**config.mk**
```make
export PLATFORM = sky130hd
export DESIGN_NAME = tof_measurement_config
export DESIGN_NICKNAME = d
export VERILOG_FILES = /design/src/tof_cfg_pkg.sv /design/src/tof_measurement_config.sv
export SDC_FILE = /design/constraint.sdc
export NUM_CORES = 1
export LEC_CHECK = 0
export ABC_AREA = 1
export BUFFER_PORTS_ARGS = -buffer_cell sky130_fd_sc_hd__clkbuf_2
export CAP_MARGIN = 20
export CORE_MARGIN = 5
export CORE_UTILIZATION = 40
export CTS_CLUSTER_SIZE = 10
export DETAILED_ROUTE_END_ITERATION = 8
export GPL_TIMING_DRIVEN = 0
export PLACE_DENSITY = 0.64
export SLEW_MARGIN = 5
export SYNTH_ARGS = -nofsm -noshare
export SYNTH_HDL_FRONTEND = slang
export SYNTH_SLANG_ARGS = --single-unit
export TNS_END_PERCENT = 10
```
**constraint.sdc**
```tcl
create_clock -name sys_clk -period 1.72 [get_ports sys_clk]
set_clock_uncertainty 0.05 [all_clocks]
set_input_delay 0.258 -clock sys_clk [delete_from_list [all_inputs] [get_ports sys_clk]]
set_output_delay 0.258 -clock sys_clk [all_outputs]
set_load 0.01 [all_outputs]
```
**src/tof_cfg_pkg.sv**
```systemverilog
package tof_cfg_pkg;
  // ----------------------------------------
  // Register map
  // ----------------------------------------
  localparam logic [5:0] ADDR_CONTROL = 6'h00;
  localparam logic [5:0] ADDR_SETUP = 6'h01;
  localparam logic [7:0] CONTROL_RESET = 8'h00;
  localparam logic [7:0] SETUP_RESET = 8'h40;
  // ----------------------------------------
  // Field positions
  // ----------------------------------------
  localparam int CMD_AUTO_BIT = 7;
  localparam int CMD_WRITE_BIT = 6;
  localparam int CTL_FORCE_CAL = 7;
  localparam int CTL_PARITY_EN = 6;
  localparam int CTL_LAUNCH_POL = 5;
  localparam int CTL_END_EDGE = 4;
  localparam int CTL_BEGIN_EDGE = 3;
  localparam int CTL_LAUNCH = 0;
  localparam logic [3:0] BITS_PER_BYTE = 4'h8;
  localparam logic [3:0] FRAME_BITS = 4'hF;
  // ----------------------------------------
  // Field decode values
  // ----------------------------------------
  localparam logic [2:0] MAX_END_CODE = 3'h4;
  localparam logic [5:0] CAL2_LEN_0 = 6'h02;
  localparam logic [5:0] CAL2_LEN_1 = 6'h0A;
  localparam logic [5:0] CAL2_LEN_2 = 6'h14;
  localparam logic [5:0] CAL2_LEN_3 = 6'h28;
  localparam logic [1:0] RANGE_SHORT = 2'h0;
  localparam logic [1:0] RANGE_LONG = 2'h1;
  localparam int LAUNCH_PULSE_CYCLES = 4;

  typedef enum logic {RANGE_MODE_1, RANGE_MODE_2} range_mode_t;

  typedef struct packed {
    logic force_cal;
    logic parity_en;
    logic launch_pulse_polarity;
    logic end_edge_fall;
    logic begin_edge_fall;
    range_mode_t timing_range_select;
    logic range_reserved;
    logic [5:0] second_cal_length;
    logic [7:0] averaging_cycles;
    logic [2:0] end_event_count;
  } tof_cfg_t;
endpackage : tof_cfg_pkg

```
**src/tof_measurement_config.sv**
```systemverilog
`timescale 1ns/1ps
module tof_measurement_config (
  input wire logic sys_clk,
  input wire logic rst_b,
  input wire logic csb_n,
  input wire logic sclk,
  input wire logic din,
  input wire logic meas_done,
  input wire logic meas_aborted,
  output tof_cfg_pkg::tof_cfg_t cfg,
  output logic launch_pulse_out,
  output logic status_clear,
  output logic results_clear,
  output logic run_calibration,
  output logic [7:0] control_value,
  output logic [7:0] setup_value
);
  import tof_cfg_pkg::*;

  // ----------------------------------------
  // Pin synchronisers
  // ----------------------------------------
  logic [2:0] s1_q, s2_q, s1_d, s2_d;
  logic sclk_old_q, sclk_old_d;
  always_comb begin
    s1_d = {csb_n, sclk, din};
    s2_d = s1_q;
    sclk_old_d = s2_q[1];
  end
  always_ff @(posedge sys_clk or negedge rst_b) begin
    if (!rst_b) begin
      s1_q <= 3'h7;
      s2_q <= 3'h7;
      // Matches the synchroniser reset so no false edge follows reset
      sclk_old_q <= 1'b1;
    end else begin
      s1_q <= s1_d;
      s2_q <= s2_d;
      sclk_old_q <= sclk_old_d;
    end
  end
  logic cs_active, sclk_rise;
  assign cs_active = !s2_q[2];
  assign sclk_rise = s2_q[1] && !sclk_old_q;

  // ----------------------------------------
  // Serial frame
  // ----------------------------------------
  // Extra bits after the data byte are ignored; read frames never write.
  logic [3:0] cnt_q, cnt_d;
  logic [14:0] sh_q, sh_d;
  logic full_q, full_d;
  logic wr_stb;
  logic [5:0] wr_addr;
  logic [7:0] wr_data;
  always_comb begin
    cnt_d = cnt_q;
    sh_d = sh_q;
    full_d = full_q;
    wr_stb = 1'b0;
    // Fifteen bits are held when the last one arrives: address sits below the write bit
    wr_addr = sh_q[12:7];
    wr_data = {sh_q[6:0], s2_q[0]};
    if (!cs_active) begin
      cnt_d = 4'h0;
      full_d = 1'b0;
    end else if (sclk_rise && !full_q) begin
      sh_d = {sh_q[13:0], s2_q[0]};
      cnt_d = cnt_q + 4'h1;
      if (cnt_q == FRAME_BITS) begin
        full_d = 1'b1;
        wr_stb = sh_q[CMD_WRITE_BIT + BITS_PER_BYTE - 1];
      end
    end
  end
  always_ff @(posedge sys_clk or negedge rst_b) begin
    if (!rst_b) begin
      cnt_q <= 4'h0;
      sh_q <= 15'h0000;
      full_q <= 1'b0;
    end else begin
      cnt_q <= cnt_d;
      sh_q <= sh_d;
      full_q <= full_d;
    end
  end

  // ----------------------------------------
  // Registers
  // ----------------------------------------
  logic [7:0] ctl_q, ctl_d, set_q, set_d;
  logic launch_wr;
  logic [2:0] pulse_q, pulse_d;
  logic stc_q, stc_d, rc_q, rc_d, cal_q, cal_d;
  assign launch_wr = wr_stb && wr_addr == ADDR_CONTROL && wr_data[CTL_LAUNCH];
  always_comb begin
    ctl_d = ctl_q;
    set_d = set_q;
    if (meas_done) begin
      ctl_d[CTL_LAUNCH] = 1'b0;
    end
    if (wr_stb && wr_addr == ADDR_CONTROL) begin
      ctl_d = wr_data;
      if (!wr_data[CTL_LAUNCH]) begin
        ctl_d[CTL_LAUNCH] = ctl_q[CTL_LAUNCH] && !meas_done;
      end
    end
    if (wr_stb && wr_addr == ADDR_SETUP) begin
      set_d = wr_data;
    end
    pulse_d = launch_wr ? 3'(LAUNCH_PULSE_CYCLES) : (pulse_q != 3'h0 ? pulse_q - 3'h1 : 3'h0);
    stc_d = launch_wr;
    rc_d = launch_wr;
    cal_d = meas_done && (!meas_aborted || ctl_q[CTL_FORCE_CAL]);
  end
  always_ff @(posedge sys_clk or negedge rst_b) begin
    if (!rst_b) begin
      ctl_q <= CONTROL_RESET;
      set_q <= SETUP_RESET;
      pulse_q <= 3'h0;
      stc_q <= 1'b0;
      rc_q <= 1'b0;
      cal_q <= 1'b0;
    end else begin
      ctl_q <= ctl_d;
      set_q <= set_d;
      pulse_q <= pulse_d;
      stc_q <= stc_d;
      rc_q <= rc_d;
      cal_q <= cal_d;
    end
  end

  // ----------------------------------------
  // Decoded configuration
  // ----------------------------------------
  tof_cfg_t cfg_q, cfg_d;
  logic lp_q, lp_d;
  always_comb begin
    cfg_d.force_cal = ctl_q[CTL_FORCE_CAL];
    cfg_d.parity_en = ctl_q[CTL_PARITY_EN];
    cfg_d.launch_pulse_polarity = ctl_q[CTL_LAUNCH_POL];
    cfg_d.end_edge_fall = ctl_q[CTL_END_EDGE];
    cfg_d.begin_edge_fall = ctl_q[CTL_BEGIN_EDGE];
    // Reserved codes fall back to mode 2 and are flagged
    cfg_d.timing_range_select = (ctl_q[2:1] == RANGE_SHORT) ? RANGE_MODE_1 : RANGE_MODE_2;
    cfg_d.range_reserved = ctl_q[2:1] != RANGE_SHORT && ctl_q[2:1] != RANGE_LONG;
    case (set_q[7:6])
      2'h0: cfg_d.second_cal_length = CAL2_LEN_0;
      2'h1: cfg_d.second_cal_length = CAL2_LEN_1;
      2'h2: cfg_d.second_cal_length = CAL2_LEN_2;
      default: cfg_d.second_cal_length = CAL2_LEN_3;
    endcase
    cfg_d.averaging_cycles = 8'h01 << set_q[5:3];
    cfg_d.end_event_count = (set_q[2:0] > MAX_END_CODE) ? 3'h1 : set_q[2:0] + 3'h1;
    // Idle level is the inactive side of the chosen edge
    lp_d = (pulse_q != 3'h0) ^ ctl_q[CTL_LAUNCH_POL];
  end
  always_ff @(posedge sys_clk or negedge rst_b) begin
    if (!rst_b) begin
      cfg_q <= '0;
      lp_q <= 1'b0;
    end else begin
      cfg_q <= cfg_d;
      lp_q <= lp_d;
    end
  end

  assign cfg = cfg_q;
  assign launch_pulse_out = lp_q;
  assign status_clear = stc_q;
  assign results_clear = rc_q;
  assign run_calibration = cal_q;
  assign control_value = ctl_q;
  assign setup_value = set_q;

  // ----------------------------------------
  // Checks
  // ----------------------------------------
  a_launch_clears: assert property (@(posedge sys_clk) disable iff (!rst_b)
    launch_wr |=> status_clear && results_clear) else $error("launch no clear");
  a_launch_pulse: assert property (@(posedge sys_clk) disable iff (!rst_b)
    launch_wr |=> ##1 (launch_pulse_out != ctl_q[CTL_LAUNCH_POL]))
    else $error("launch pulse missing");
  a_done_clears: assert property (@(posedge sys_clk) disable iff (!rst_b)
    meas_done && !launch_wr |=> !ctl_q[CTL_LAUNCH]) else $error("launch not cleared");
  a_no_cal_abort: assert property (@(posedge sys_clk) disable iff (!rst_b)
    meas_done && meas_aborted && !ctl_q[CTL_FORCE_CAL] |=> !run_calibration)
    else $error("cal after abort");
  a_force_cal: assert property (@(posedge sys_clk) disable iff (!rst_b)
    meas_done && ctl_q[CTL_FORCE_CAL] |=> run_calibration) else $error("forced cal missing");
  a_setup_write: assert property (@(posedge sys_clk) disable iff (!rst_b)
    wr_stb && wr_addr == ADDR_SETUP |=> set_q == $past(wr_data))
    else $error("setup write lost");
  a_end_count: assert property (@(posedge sys_clk) disable iff (!rst_b)
    $past(set_q[2:0]) > MAX_END_CODE |-> cfg.end_event_count == 3'h1)
    else $error("end count wrong");
  a_avg_count: assert property (@(posedge sys_clk) disable iff (!rst_b)
    rst_b |=> cfg.averaging_cycles == (8'h01 << $past(set_q[5:3])))
    else $error("avg wrong");
  a_write_once: assert property (@(posedge sys_clk) disable iff (!rst_b)
    wr_stb |=> !wr_stb) else $error("double write");
  c_launch: cover property (@(posedge sys_clk) disable iff (!rst_b) launch_wr);
  c_setup: cover property (@(posedge sys_clk) disable iff (!rst_b)
    wr_stb && wr_addr == ADDR_SETUP);
  c_done: cover property (@(posedge sys_clk) disable iff (!rst_b)
    ctl_q[CTL_LAUNCH] ##[1:200] meas_done);
endmodule : tof_measurement_config

```
# Yosys cells after proc, flatten, opt, wreduce, memory -nomap -nowiden

Cells that the tools add are included.

Add/subtract/negate cells: 3
$mul: 0
Div/mod/pow operators: 0
$lt $le $gt $ge: 1
Eq/ne operators: 5
Shift operators: 1
Muxes and demuxes: 16
Bitwise operators: 2
Reductions and logical operators: 23

Operators by type and width:

| operator              | number |
|---|---|
| $pmux W6 S3           | 1 |
| $mux W1               | 10 |
| $mux W3               | 3 |
| $logic_and A1 B1 Y1   | 8 |
| $mux W4               | 2 |
| $reduce_bool A2 Y1    | 4 |
| $shl A1 B3 Y8 const A | 1 |
| $eq A6 B1 Y1 const B  | 1 |
| $logic_not A6 Y1      | 1 |
| $add A4 B1 Y4 const B | 1 |
| $eq A4 B4 Y1 const B  | 1 |
| $logic_not A1 Y1      | 4 |
| $logic_not A2 Y1      | 2 |
| $reduce_and A2 Y1     | 2 |
| $add A3 B1 Y3 const B | 1 |
| $gt A3 B3 Y1 const B  | 1 |
| $reduce_bool A3 Y1    | 1 |
| $sub A3 B1 Y3 const B | 1 |
| $eq A2 B1 Y1 const B  | 1 |
| $eq A2 B2 Y1 const B  | 1 |
| $ne A2 B1 Y1 const B  | 1 |
| $logic_or A1 B1 Y1    | 1 |
| $not A1 Y1            | 1 |
| $xor A1 B1 Y1         | 1 |

Register bits after elaboration: 72
Latch bits: 0
RAM bits: 0
Bits in read-only memories: 0
Input bits: 7
Output and inout port bits: 44
Logic and storage cells: 74
Memories: 0

# Longest topological paths before layout

Gate-level depths: netlist (run 1).

Word-level depth: 8
Depth in mapped cells: 6
Depth with buffers taken out: 6

# Least setup slack after synthesis (run 1)

No wires, ideal clock.

Path kind: register -> register
From: reg cnt_q[0]
To: reg set_q[0], in the netlist setup_value[0]
Setup time: 0.117 ns
Data arrival time: 1.284 ns
Slack: 0.269 ns
Cell stages (with the launch flop): 7
Path buffers: 0
Cell sequence: dfrtp_1 > ha_1 > nand3_2 > nor3_4 > nand2_1 > nand2_1 > nand2_1

Word-level cells in the longest chain between the ends: 5

RTL lines:

| item                   | line                          | RTL |
|---|---|---|
| from (decl)            | tof_measurement_config.sv:50  | `logic [3:0] cnt_q, cnt_d;` |
| from (signal assigned) | tof_measurement_config.sv:82  | `cnt_q <= cnt_d;` |
| $eq A4 B4 Y1           | tof_measurement_config.sv:70  | `if (cnt_q == FRAME_BITS) begin` |
| $mux W1                | tof_measurement_config.sv:70  |  |
| $mux W1                | tof_measurement_config.sv:67  | `end else if (sclk_rise && !full_q) begin` |
| $mux W1                | tof_measurement_config.sv:64  | `if (!cs_active) begin` |
| $logic_and A1 B1 Y1    | tof_measurement_config.sv:108 | `if (wr_stb && wr_addr == ADDR_SETUP) begin` |
| to (signal assigned)   | tof_measurement_config.sv:126 | `set_q <= set_d;` |
| to (decl)              | tof_measurement_config.sv:91  | `logic [7:0] ctl_q, ctl_d, set_q, set_d;` |

Every way passes these cells.
A chain may end at the register's enable or synchronous reset.

# Final worst setup path (run 1)

From: reg cnt_q[0]
To: reg set_q[5], in the netlist setup_value[5]

The elaborated chain is that of the path after synthesis.

==> flow_metrics.env, run 1 <==
export IMPL_grt_usage=0.123
export IMPL_finalCritPeriodShare=0.917
export IMPL_wl_um=4650
export IMPL_slew_viol_final=0
export IMPL_critPathRequiredTime_ns=1.95
export IMPL_syn_to_final_growth_pct=25.0
export IMPL_ys_top_cells_by_area="dfrtp_1, nand2_1, dfstp_2"
export IMPL_die_h_um=90.9
export IMPL_grt_overflow=0
export IMPL_postRouteAntennaNets=0
export IMPL_dp_hpwl_um=3260
export IMPL_cts_tree="built"
export IMPL_finalSetupViolations=0
export IMPL_final_cells=400
export IMPL_synth_edf_count=0
export IMPL_slowest_delay_ns=0.40
export IMPL_startpoint="cnt_q[0]"
export IMPL_dr_pass1_iters=4
export IMPL_dp_cells=377
export IMPL_fin_total_pwr_uw=3510
export IMPL_critical_path_endpoint_type="flip-flop"
export IMPL_final_layout_size_suffix_gt1_frac=0.285
export IMPL_maxCapViolations=0
export IMPL_dieArea_um2=8260
export IMPL_worst_path_most_repeated_cell="buf_4"
export IMPL_grt_pass1_wl_um=8110
export IMPL_leakage_uw=0.00177
export IMPL_h_tree_depth=3
export IMPL_holdWs_ns=0.0565
export IMPL_syn_area_per_cell_um2=10.5
export IMPL_hold_class="in -> reg"
export IMPL_clock_sinks=70
export IMPL_die_w_um=90.9
export IMPL_synth_cell_types=24
export IMPL_port_buffers=49
export IMPL_post_drt_wl_per_cell_um=11.6
export IMPL_slowest_stage="dfrtp_1"
export IMPL_netlist_area_leader_share=0.593
export IMPL_grt_max_degree=41
export IMPL_p_per_area_nw_per_um2=1070
export IMPL_cp_arrival_ns=1.80
export IMPL_antenna_found_initial=0
export IMPL_finalHoldViolations=0
export IMPL_synthFlopType="dfrtp_1"
export IMPL_clkTransAtPathRegs_ns=0.08
export IMPL_ir_drop_uv=618
export IMPL_path_cells="ha_1 > nand3_2 > nor3_4 > buf_4 > buf_4 > nand3_1 > nand2_1"
export IMPL_status="finished clean"
export IMPL_rsz0062_at_grt="no"
export IMPL_clockBufferDepth=2
export IMPL_yosysSeqAreaShare=0.673
export IMPL_drt_first_iter_violations=109
export IMPL_vias=1840
export IMPL_antennaDiodeCount=0
export IMPL_cpLargestDelayFamily="simple AND/OR/NAND/NOR gates"
export IMPL_clkLatencyLatePin_ns=0.34
export IMPL_initial_core_util=0.412
export IMPL_cts_buffers=9
export IMPL_crit_buf_inv=2
export IMPL_crit_path_max_fanout=10
export IMPL_rr_startpoint="cnt_q[0]"
export IMPL_synth_ff_latch_count=70
export IMPL_max_freq_mhz=634
export IMPL_ioPinCount=51
export IMPL_syn_area_um2=2620
export IMPL_synthTopCellsByCount="dfrtp_1, nand2_1, inv_1"
export IMPL_viasPerCell=4.60
export IMPL_grt_pass1_vias=1744
export IMPL_min_period_ns=1.58
export IMPL_hold_start="meas_aborted"
export IMPL_rows=29
export IMPL_core_um2=6350
export IMPL_crit_type="reg -> reg"
export IMPL_fin_tns_setup_ns=0
export IMPL_synth_most_common_cell="dfrtp_1"
export IMPL_gp_congestion=0.763
export IMPL_post_route_drc_count=0
export IMPL_yosysWarnings=0
export IMPL_synthArstFlopShare=1.00
export IMPL_final_nets=328
export IMPL_synth_cells=250
export IMPL_cp_start_kind="flip-flop"
export IMPL_cts_root_buf="clkbuf_8"
export IMPL_syn_nets=260
export IMPL_yosysTopAreaCell="dfrtp_1"
cells by family after synthesis:
logic type	count (synthesis)	synth area share
adders and majority gates	3	0.0143
AOI/OAI and AO/OA	23	0.0464
muxes	1	0.00383
other	1	0.00143
xor gates and xnor gates	2	0.00670
buffers and inverters	41	0.0717
DFF	70	0.673
and+or+nand+nor	109	0.182
flip-flops by register name, indices dropped and copies added (netlist names):
register,cells
cfg,22
setup_value,8
pulse_q,3
sclk_old_q,1
cnt_q,4
launch_pulse_out,1
results_clear,1
run_calibration,1
s2_q,3
full_q,1
s1_q,3
control_value,8
sh_q,14
power by group:
part / internal [uW] / total [uW] / leakage (uW) / switching (uW)
Combinational: 74.4 / 221 / 0.000750 / 147
Clock: 830 / 1470 / 0.000111 / 641
Sequential: 1740 / 1820 / 0.000907 / 77.6
worst reg2reg max path, stage by stage (launching register included):
cell	delay, ns
dfrtp_1	0.40
ha_1	0.22
nand3_2	0.14
nor3_4	0.21
buf_4	0.17
buf_4	0.16
nand3_1	0.08
nand2_1	0.08
layout make-up:
cell class / count / area, um^2
Timing Repair Buffer: 57 / 330
Tap cell: 77 / 96.3
Buffer: 14 / 86.3
Inverter: 27 / 101
Fill cell: 596 / 3080
Sequential cell: 70 / 1760
Clock inverter: 6 / 95.1
Clock buffer: 10 / 128
Multi-Input combinational cell: 139 / 672
routing by layer:
metal | track usage | vias up | share of wire
met4 | 0.0550 | 0 | 0.0097
met2 | 0.192 | 45 | 0.47
met5 | 0 | - | 0
met3 | 0.0533 | 4 | 0.071
met1 | 0.147 | 870 | 0.45
li1 | - | 921 | -
repair_timing:
item	in CTS	in global routing
endpoints found under the hold margin	32	0
setup endpoints to repair	14	5
hold buffers	4	0
setup buffers	3	0
gates resized for setup	0	2
pin swaps	1	0
layout by cell type, fill, tap and decap left out, drive strengths merged, types with 7 or more instances in the layout:
master	netlist	layout
a21oi	7	7
buf	9	13
clkbuf	5	64
dfrtp	62	62
dfstp	8	8
inv	27	28
nand2	58	58
nand3	22	22
nor2	17	17
nor3	9	9
o21ai	13	13
stage by stage:
stage	cell area [um^2]	setup slack, ns	utilization
detailed placement	2980	-0.0101	0.469
CTS	3270	0.116	0.514
floorplan	2620	0.269	-
global placement	2960	-0.141	0.466
finish	3270	0.143	0.515
global route	3270	0.0157	0.515
final timing paths:
path                       cells past startpoint               to  slack (ns)
min                                            2  run_calibration        0.06
max reg2reg                                    7   setup_value[5]        0.14
max                                            7   setup_value[5]        0.14
min in group asynchronous                      2          cfg[10]        0.36
max in group asynchronous                      3          s2_q[2]        0.64
min reg2reg                                    0          s2_q[1]        0.31
Note: power is estimated with default switching activity, not from simulation.
==> run 2, diff against run 1 <==
ABC_AREA = not set   (was 1)
==> flow_metrics.env, run 2 <==
export IMPL_clkTransAtPathRegs_ns=0.07
export IMPL_status="finished with violations"
export IMPL_hold_start="meas_aborted"
export IMPL_cts_root_buf="clkbuf_8"
export IMPL_max_freq_mhz=494
export IMPL_syn_area_um2=2590
export IMPL_yosysSeqAreaShare=0.680
export IMPL_initial_core_util=0.410
export IMPL_viasPerCell=4.74
export IMPL_rows=29
export IMPL_grt_usage=0.114
export IMPL_fin_total_pwr_uw=3200
export IMPL_finalHoldViolations=0
export IMPL_cts_buffers=9
export IMPL_critical_path_endpoint_type="flip-flop"
export IMPL_crit_type="reg -> reg"
export IMPL_grt_overflow=0
export IMPL_core_um2=6310
export IMPL_violations="setup timing"
export IMPL_cts_tree="built"
export IMPL_ys_top_cells_by_area="dfrtp_1, mux2_2, dfstp_2"
export IMPL_fin_tns_setup_ns=-6.62
export IMPL_final_cell_mix="dfrtp_1, clkbuf_2, mux2_4, mux2_2"
export IMPL_syn_nets=183
export IMPL_rsz0062_at_grt="yes"
export IMPL_yosysTopAreaCell="dfrtp_1"
export IMPL_cp_arrival_ns=2.19
export IMPL_final_nets=256
export IMPL_netlist_area_leader_share=0.599
export IMPL_dp_hpwl_um=2870
export IMPL_synth_edf_count=0
export IMPL_synthTopCellsByCount="dfrtp_1, mux2_2, buf_4, dfstp_2, nor2_1"
export IMPL_yosysWarnings=0
export IMPL_synth_cell_types=36
export IMPL_layout_commonest_cell="dfrtp_1"
export IMPL_clockBufferDepth=2
export IMPL_h_tree_depth=3
export IMPL_min_period_ns=2.02
export IMPL_port_buffers=49
export IMPL_antenna_found_initial=0
export IMPL_die_w_um=90.5
export IMPL_final_layout_size_suffix_gt1_frac=0.502
export IMPL_postRouteAntennaNets=0
export IMPL_drt_first_iter_violations=23
export IMPL_synthArstFlopShare=1.00
export IMPL_clkLatencyLatePin_ns=0.33
export IMPL_timing_final_ws_setup_ns=-0.303
export IMPL_clock_sinks=70
export IMPL_synth_cells=173
export IMPL_hold_class="in -> reg"
export IMPL_synthFlopType="dfrtp_1"
export IMPL_slew_viol_final=0
export IMPL_final_cells=326
export IMPL_die_h_um=90.5
export IMPL_gp_congestion=0.680
export IMPL_critPathRequiredTime_ns=1.89
export IMPL_synth_ff_latch_count=70
export IMPL_syn_area_per_cell_um2=15.0
export IMPL_dp_cells=300
export IMPL_wl_um=4460
export IMPL_cp_start_kind="flip-flop"
export IMPL_ioPinCount=51
export IMPL_dieArea_um2=8190
export IMPL_antennaDiodeCount=0
export IMPL_grt_pass1_wl_um=7560
export IMPL_vias=1545
export IMPL_grt_max_degree=42
export IMPL_grt_pass1_vias=1609
export IMPL_dr_pass1_iters=4
export IMPL_post_drt_wl_per_cell_um=13.7
export IMPL_largest_register_ffs=22
export IMPL_syn_to_final_growth_pct=28.4
export IMPL_rr_startpoint="sh_q[8]"
export IMPL_p_per_area_nw_per_um2=961
export IMPL_startpoint="sh_q[8]"
export IMPL_crit_path_max_fanout=3
export IMPL_leakage_uw=0.00172
export IMPL_finalCritPeriodShare=1.18
export IMPL_ir_drop_uv=433
export IMPL_post_route_drc_count=0
export IMPL_synth_most_common_cell="dfrtp_1"
export IMPL_finalSetupViolations=33
export IMPL_maxCapViolations=0
## run 2: repair_timing
action	in CTS	in global routing
hold endpoints to repair	25	0
resized for setup	21	7
hold buffers	4	0
pin swaps	2	4
endpoints found under the setup margin	29	35
setup buffers	8	0
## run 2: through the flow
step | instance area [um^2] | worst slack, ns | utilization | hold slack [ns]
after global routing | 3330 | -0.411 | 0.527 | 0.0704
final | 3330 | -0.303 | 0.527 | 0.0600
after CTS | 3310 | -0.352 | 0.525 | 0.0448
after floorplan | 2600 | -0.374 | - | -0.0876
after global placement | 2940 | -0.616 | 0.466 | 0.296
after detailed placement | 2960 | -0.605 | 0.469 | 0.201
## run 2: worst paths after layout
kind | endpoint | slack, ns | cells past startpoint
min in group asynchronous | sh_q[13] | 0.37 | 2
min reg2reg | s2_q[2] | 0.31 | 0
min | run_calibration | 0.06 | 2
max reg2reg | setup_value[1] | -0.30 | 4
max in group asynchronous | s2_q[0] | 0.66 | 3
max | setup_value[1] | -0.30 | 4
## run 2: cells by family after synthesis
family	synth area share
AND/OR/NAND/NOR	0.0961
other	0.00145
multiplexers	0.129
AO/OA/AOI/OAI	0.0270
XOR/XNOR	0.0101
buffers and inverters	0.0420
flip-flops	0.680
adder cells (fa/ha/maj)	0.0145
## run 2: power by group
part	internal [uW]	switching, uW
clock network	624	547
registers	1750	98.1
logic	107	71.9
## run 2: critical path, cell delays in order (launching register included)
cell,delay [ns]
dfrtp_1,0.40
or4b_1,0.65
nor4_4,0.33
buf_4,0.19
mux2_4,0.29
## run 2: cell type report
class                      count  area (um^2)
clock inverter                 1         5.00
sequential                    70         1760
tap                           77         96.3
multi-input combinational     84          793
fill                         545         2990
clock buffer                  13          169
inverter                       7         26.3
timing repair buffer          62          383
buffer                        12         93.8
## run 2: metal layers
metal,global-route usage,share of wire
met1,0.131,0.41
met2,0.188,0.52
met3,0.0350,0.053
met4,0.0596,0.021
met5,0,0
==> run 3, diff against run 2 <==
PLACE_DENSITY = 0.68   (was 0.64)
SETUP_SLACK_MARGIN = 0.2   (was not set)
==> flow_metrics.env, run 3 (synthesis results as in run 2) <==
export IMPL_status="finished with violations"
export IMPL_violations="setup timing"
export IMPL_die_w_um=90.5
export IMPL_crit_type="reg -> reg"
export IMPL_h_tree_depth=3
export IMPL_grt_pass1_wl_um=7890
export IMPL_cp_arrival_ns=2.20
export IMPL_cp_depth=5
export IMPL_rsz0062_at_grt="yes"
export IMPL_critPathRequiredTime_ns=1.90
export IMPL_grt_pass1_vias=1602
export IMPL_final_cell_mix="dfrtp_1, clkbuf_2, buf_4, mux2_4, mux2_2"
export IMPL_grt_overflow=0
export IMPL_crit_buf_inv=1
export IMPL_slowest_stage="or4b_4"
export IMPL_endpoint="control_value[2]"
export IMPL_met1Wirelength_um=1950
export IMPL_cts_root_buf="clkbuf_8"
export IMPL_finalCritPeriodShare=1.18
export IMPL_cpLargestDelayFamily="simple AND/OR/NAND/NOR gates"
export IMPL_rows=29
export IMPL_r2r_worst_path_cells=5
export IMPL_core_um2=6310
export IMPL_antenna_found_initial=0
export IMPL_grt_usage=0.121
export IMPL_ir_drop_uv=469
export IMPL_die_h_um=90.5
export IMPL_final_nets=259
export IMPL_dr_pass1_iters=4
export IMPL_cp_start_kind="flip-flop"
export IMPL_postRouteAntennaNets=0
export IMPL_p_per_area_nw_per_um2=1010
export IMPL_gp_congestion=0.705
export IMPL_path_cells="ha_2 > or4b_4 > nor4_4 > buf_6 > mux2_4"
export IMPL_dp_hpwl_um=3020
export IMPL_clockBufferDepth=2
export IMPL_finalHoldViolations=0
export IMPL_max_freq_mhz=494
export IMPL_wl_um=4470
export IMPL_clkTransAtPathRegs_ns=0.07
export IMPL_viasPerCell=4.66
export IMPL_ioPinCount=51
export IMPL_clock_sinks=70
export IMPL_syn_to_final_growth_pct=31.6
export IMPL_post_route_drc_count=0
export IMPL_timing_final_ws_setup_ns=-0.305
export IMPL_antennaDiodeCount=0
export IMPL_top_layer_used="met4"
export IMPL_fin_total_pwr_uw=3440
export IMPL_hold_class="in -> reg"
export IMPL_cts_buffers=9
export IMPL_dieArea_um2=8190
export IMPL_maxCapViolations=0
export IMPL_port_buffers=49
export IMPL_crit_path_max_fanout=6
export IMPL_cts_tree="built"
export IMPL_slowest_delay_ns=0.48
export IMPL_rrSetupSlack_ns=-0.30
export IMPL_finalSetupViolations=28
export IMPL_rr_startpoint="cnt_q[0]"
export IMPL_place_ws_ns=-0.659
export IMPL_startpoint="cnt_q[0]"
export IMPL_clkLatencyLatePin_ns=0.34
export IMPL_slew_viol_final=0
export IMPL_wl_met3_um=297
export IMPL_vias=1544
export IMPL_leakage_uw=0.00176
export IMPL_post_drt_wl_per_cell_um=13.5
export IMPL_initial_core_util=0.410
export IMPL_layout_commonest_cell="dfrtp_1"
export IMPL_min_period_ns=2.02
export IMPL_r2r_end="control_value[2]"
export IMPL_grt_max_degree=40
export IMPL_critical_path_endpoint_type="flip-flop"
export IMPL_dr_wl_met2_um=2150
export IMPL_largest_register_ffs=22
export IMPL_drt_first_iter_violations=57
export IMPL_final_layout_size_suffix_gt1_frac=0.524
## run 3: worst reg2reg max path: cells and delay by family, from the launching register on
kind | cells | cell delay, ns
adders and majority gates | 1 | 0.20
buffers and inverters | 1 | 0.19
DFF | 1 | 0.36
muxes | 1 | 0.31
and+or+nand+nor | 2 | 0.81
## run 3: what timing repair did
item	4_1_cts	5_1_grt
endpoints found under the hold margin	27	0
endpoints found under the setup margin	35	35
hold buffers	4	0
resized for setup	18	10
buffers inserted	9	2
pin swaps	5	6
## run 3: worst min path at each step
stage | startpoint | end | slack [ns] | depth (start not counted)
final | meas_aborted | run_calibration | 0.05 | 2
after CTS | meas_aborted | run_calibration | 0.03 | 2
after floorplan | rst_b | cfg[0] | -0.09 | 0
after global routing | meas_aborted | run_calibration | 0.04 | 2
after detailed placement | rst_b | cnt_q[0] | 0.22 | 1
after global placement | sclk | s1_q[1] | 0.30 | 1
## run 3: metal layers
| metal | global-route usage | vias up |
|---|---|---|
| li1 | - | 743 |
| met1 | 0.148 | 752 |
| met2 | 0.184 | 40 |
| met3 | 0.0567 | 9 |
| met4 | 0.0521 | 0 |
| met5 | 0 | - |
## run 3: where the power goes
| group | total [uW] | switching (uW) | internal (uW) |
|---|---|---|---|
| clock | 1410 | 600 | 814 |
| sequential | 1840 | 93.7 | 1750 |
| combinational | 185 | 73.6 | 111 |
## run 3: cell type report
| cell class | count | area (um^2) |
|---|---|---|
| Buffer | 12 | 104 |
| Clock buffer | 10 | 128 |
| Clock inverter | 6 | 86.3 |
| Fill cell | 548 | 2900 |
| Inverter | 7 | 26.3 |
| Multi-Input combinational cell | 84 | 806 |
| Sequential cell | 70 | 1760 |
| Tap cell | 77 | 96.3 |
| Timing Repair Buffer | 65 | 402 |
## run 3: stage by stage
stage	hold WS [ns]	utilization	std cells	TNS (ns)	instance area, um^2
after floorplan	-0.0876	-	173	-6.55	2600
after global placement	0.296	0.466	299	-21.98	2940
after detailed placement	0.215	0.470	300	-12.54	2970
after CTS	0.0277	0.532	329	-7.58	3360
after global routing	0.0438	0.540	331	-7.68	3410
final	0.0455	0.540	331	-6.03	3410
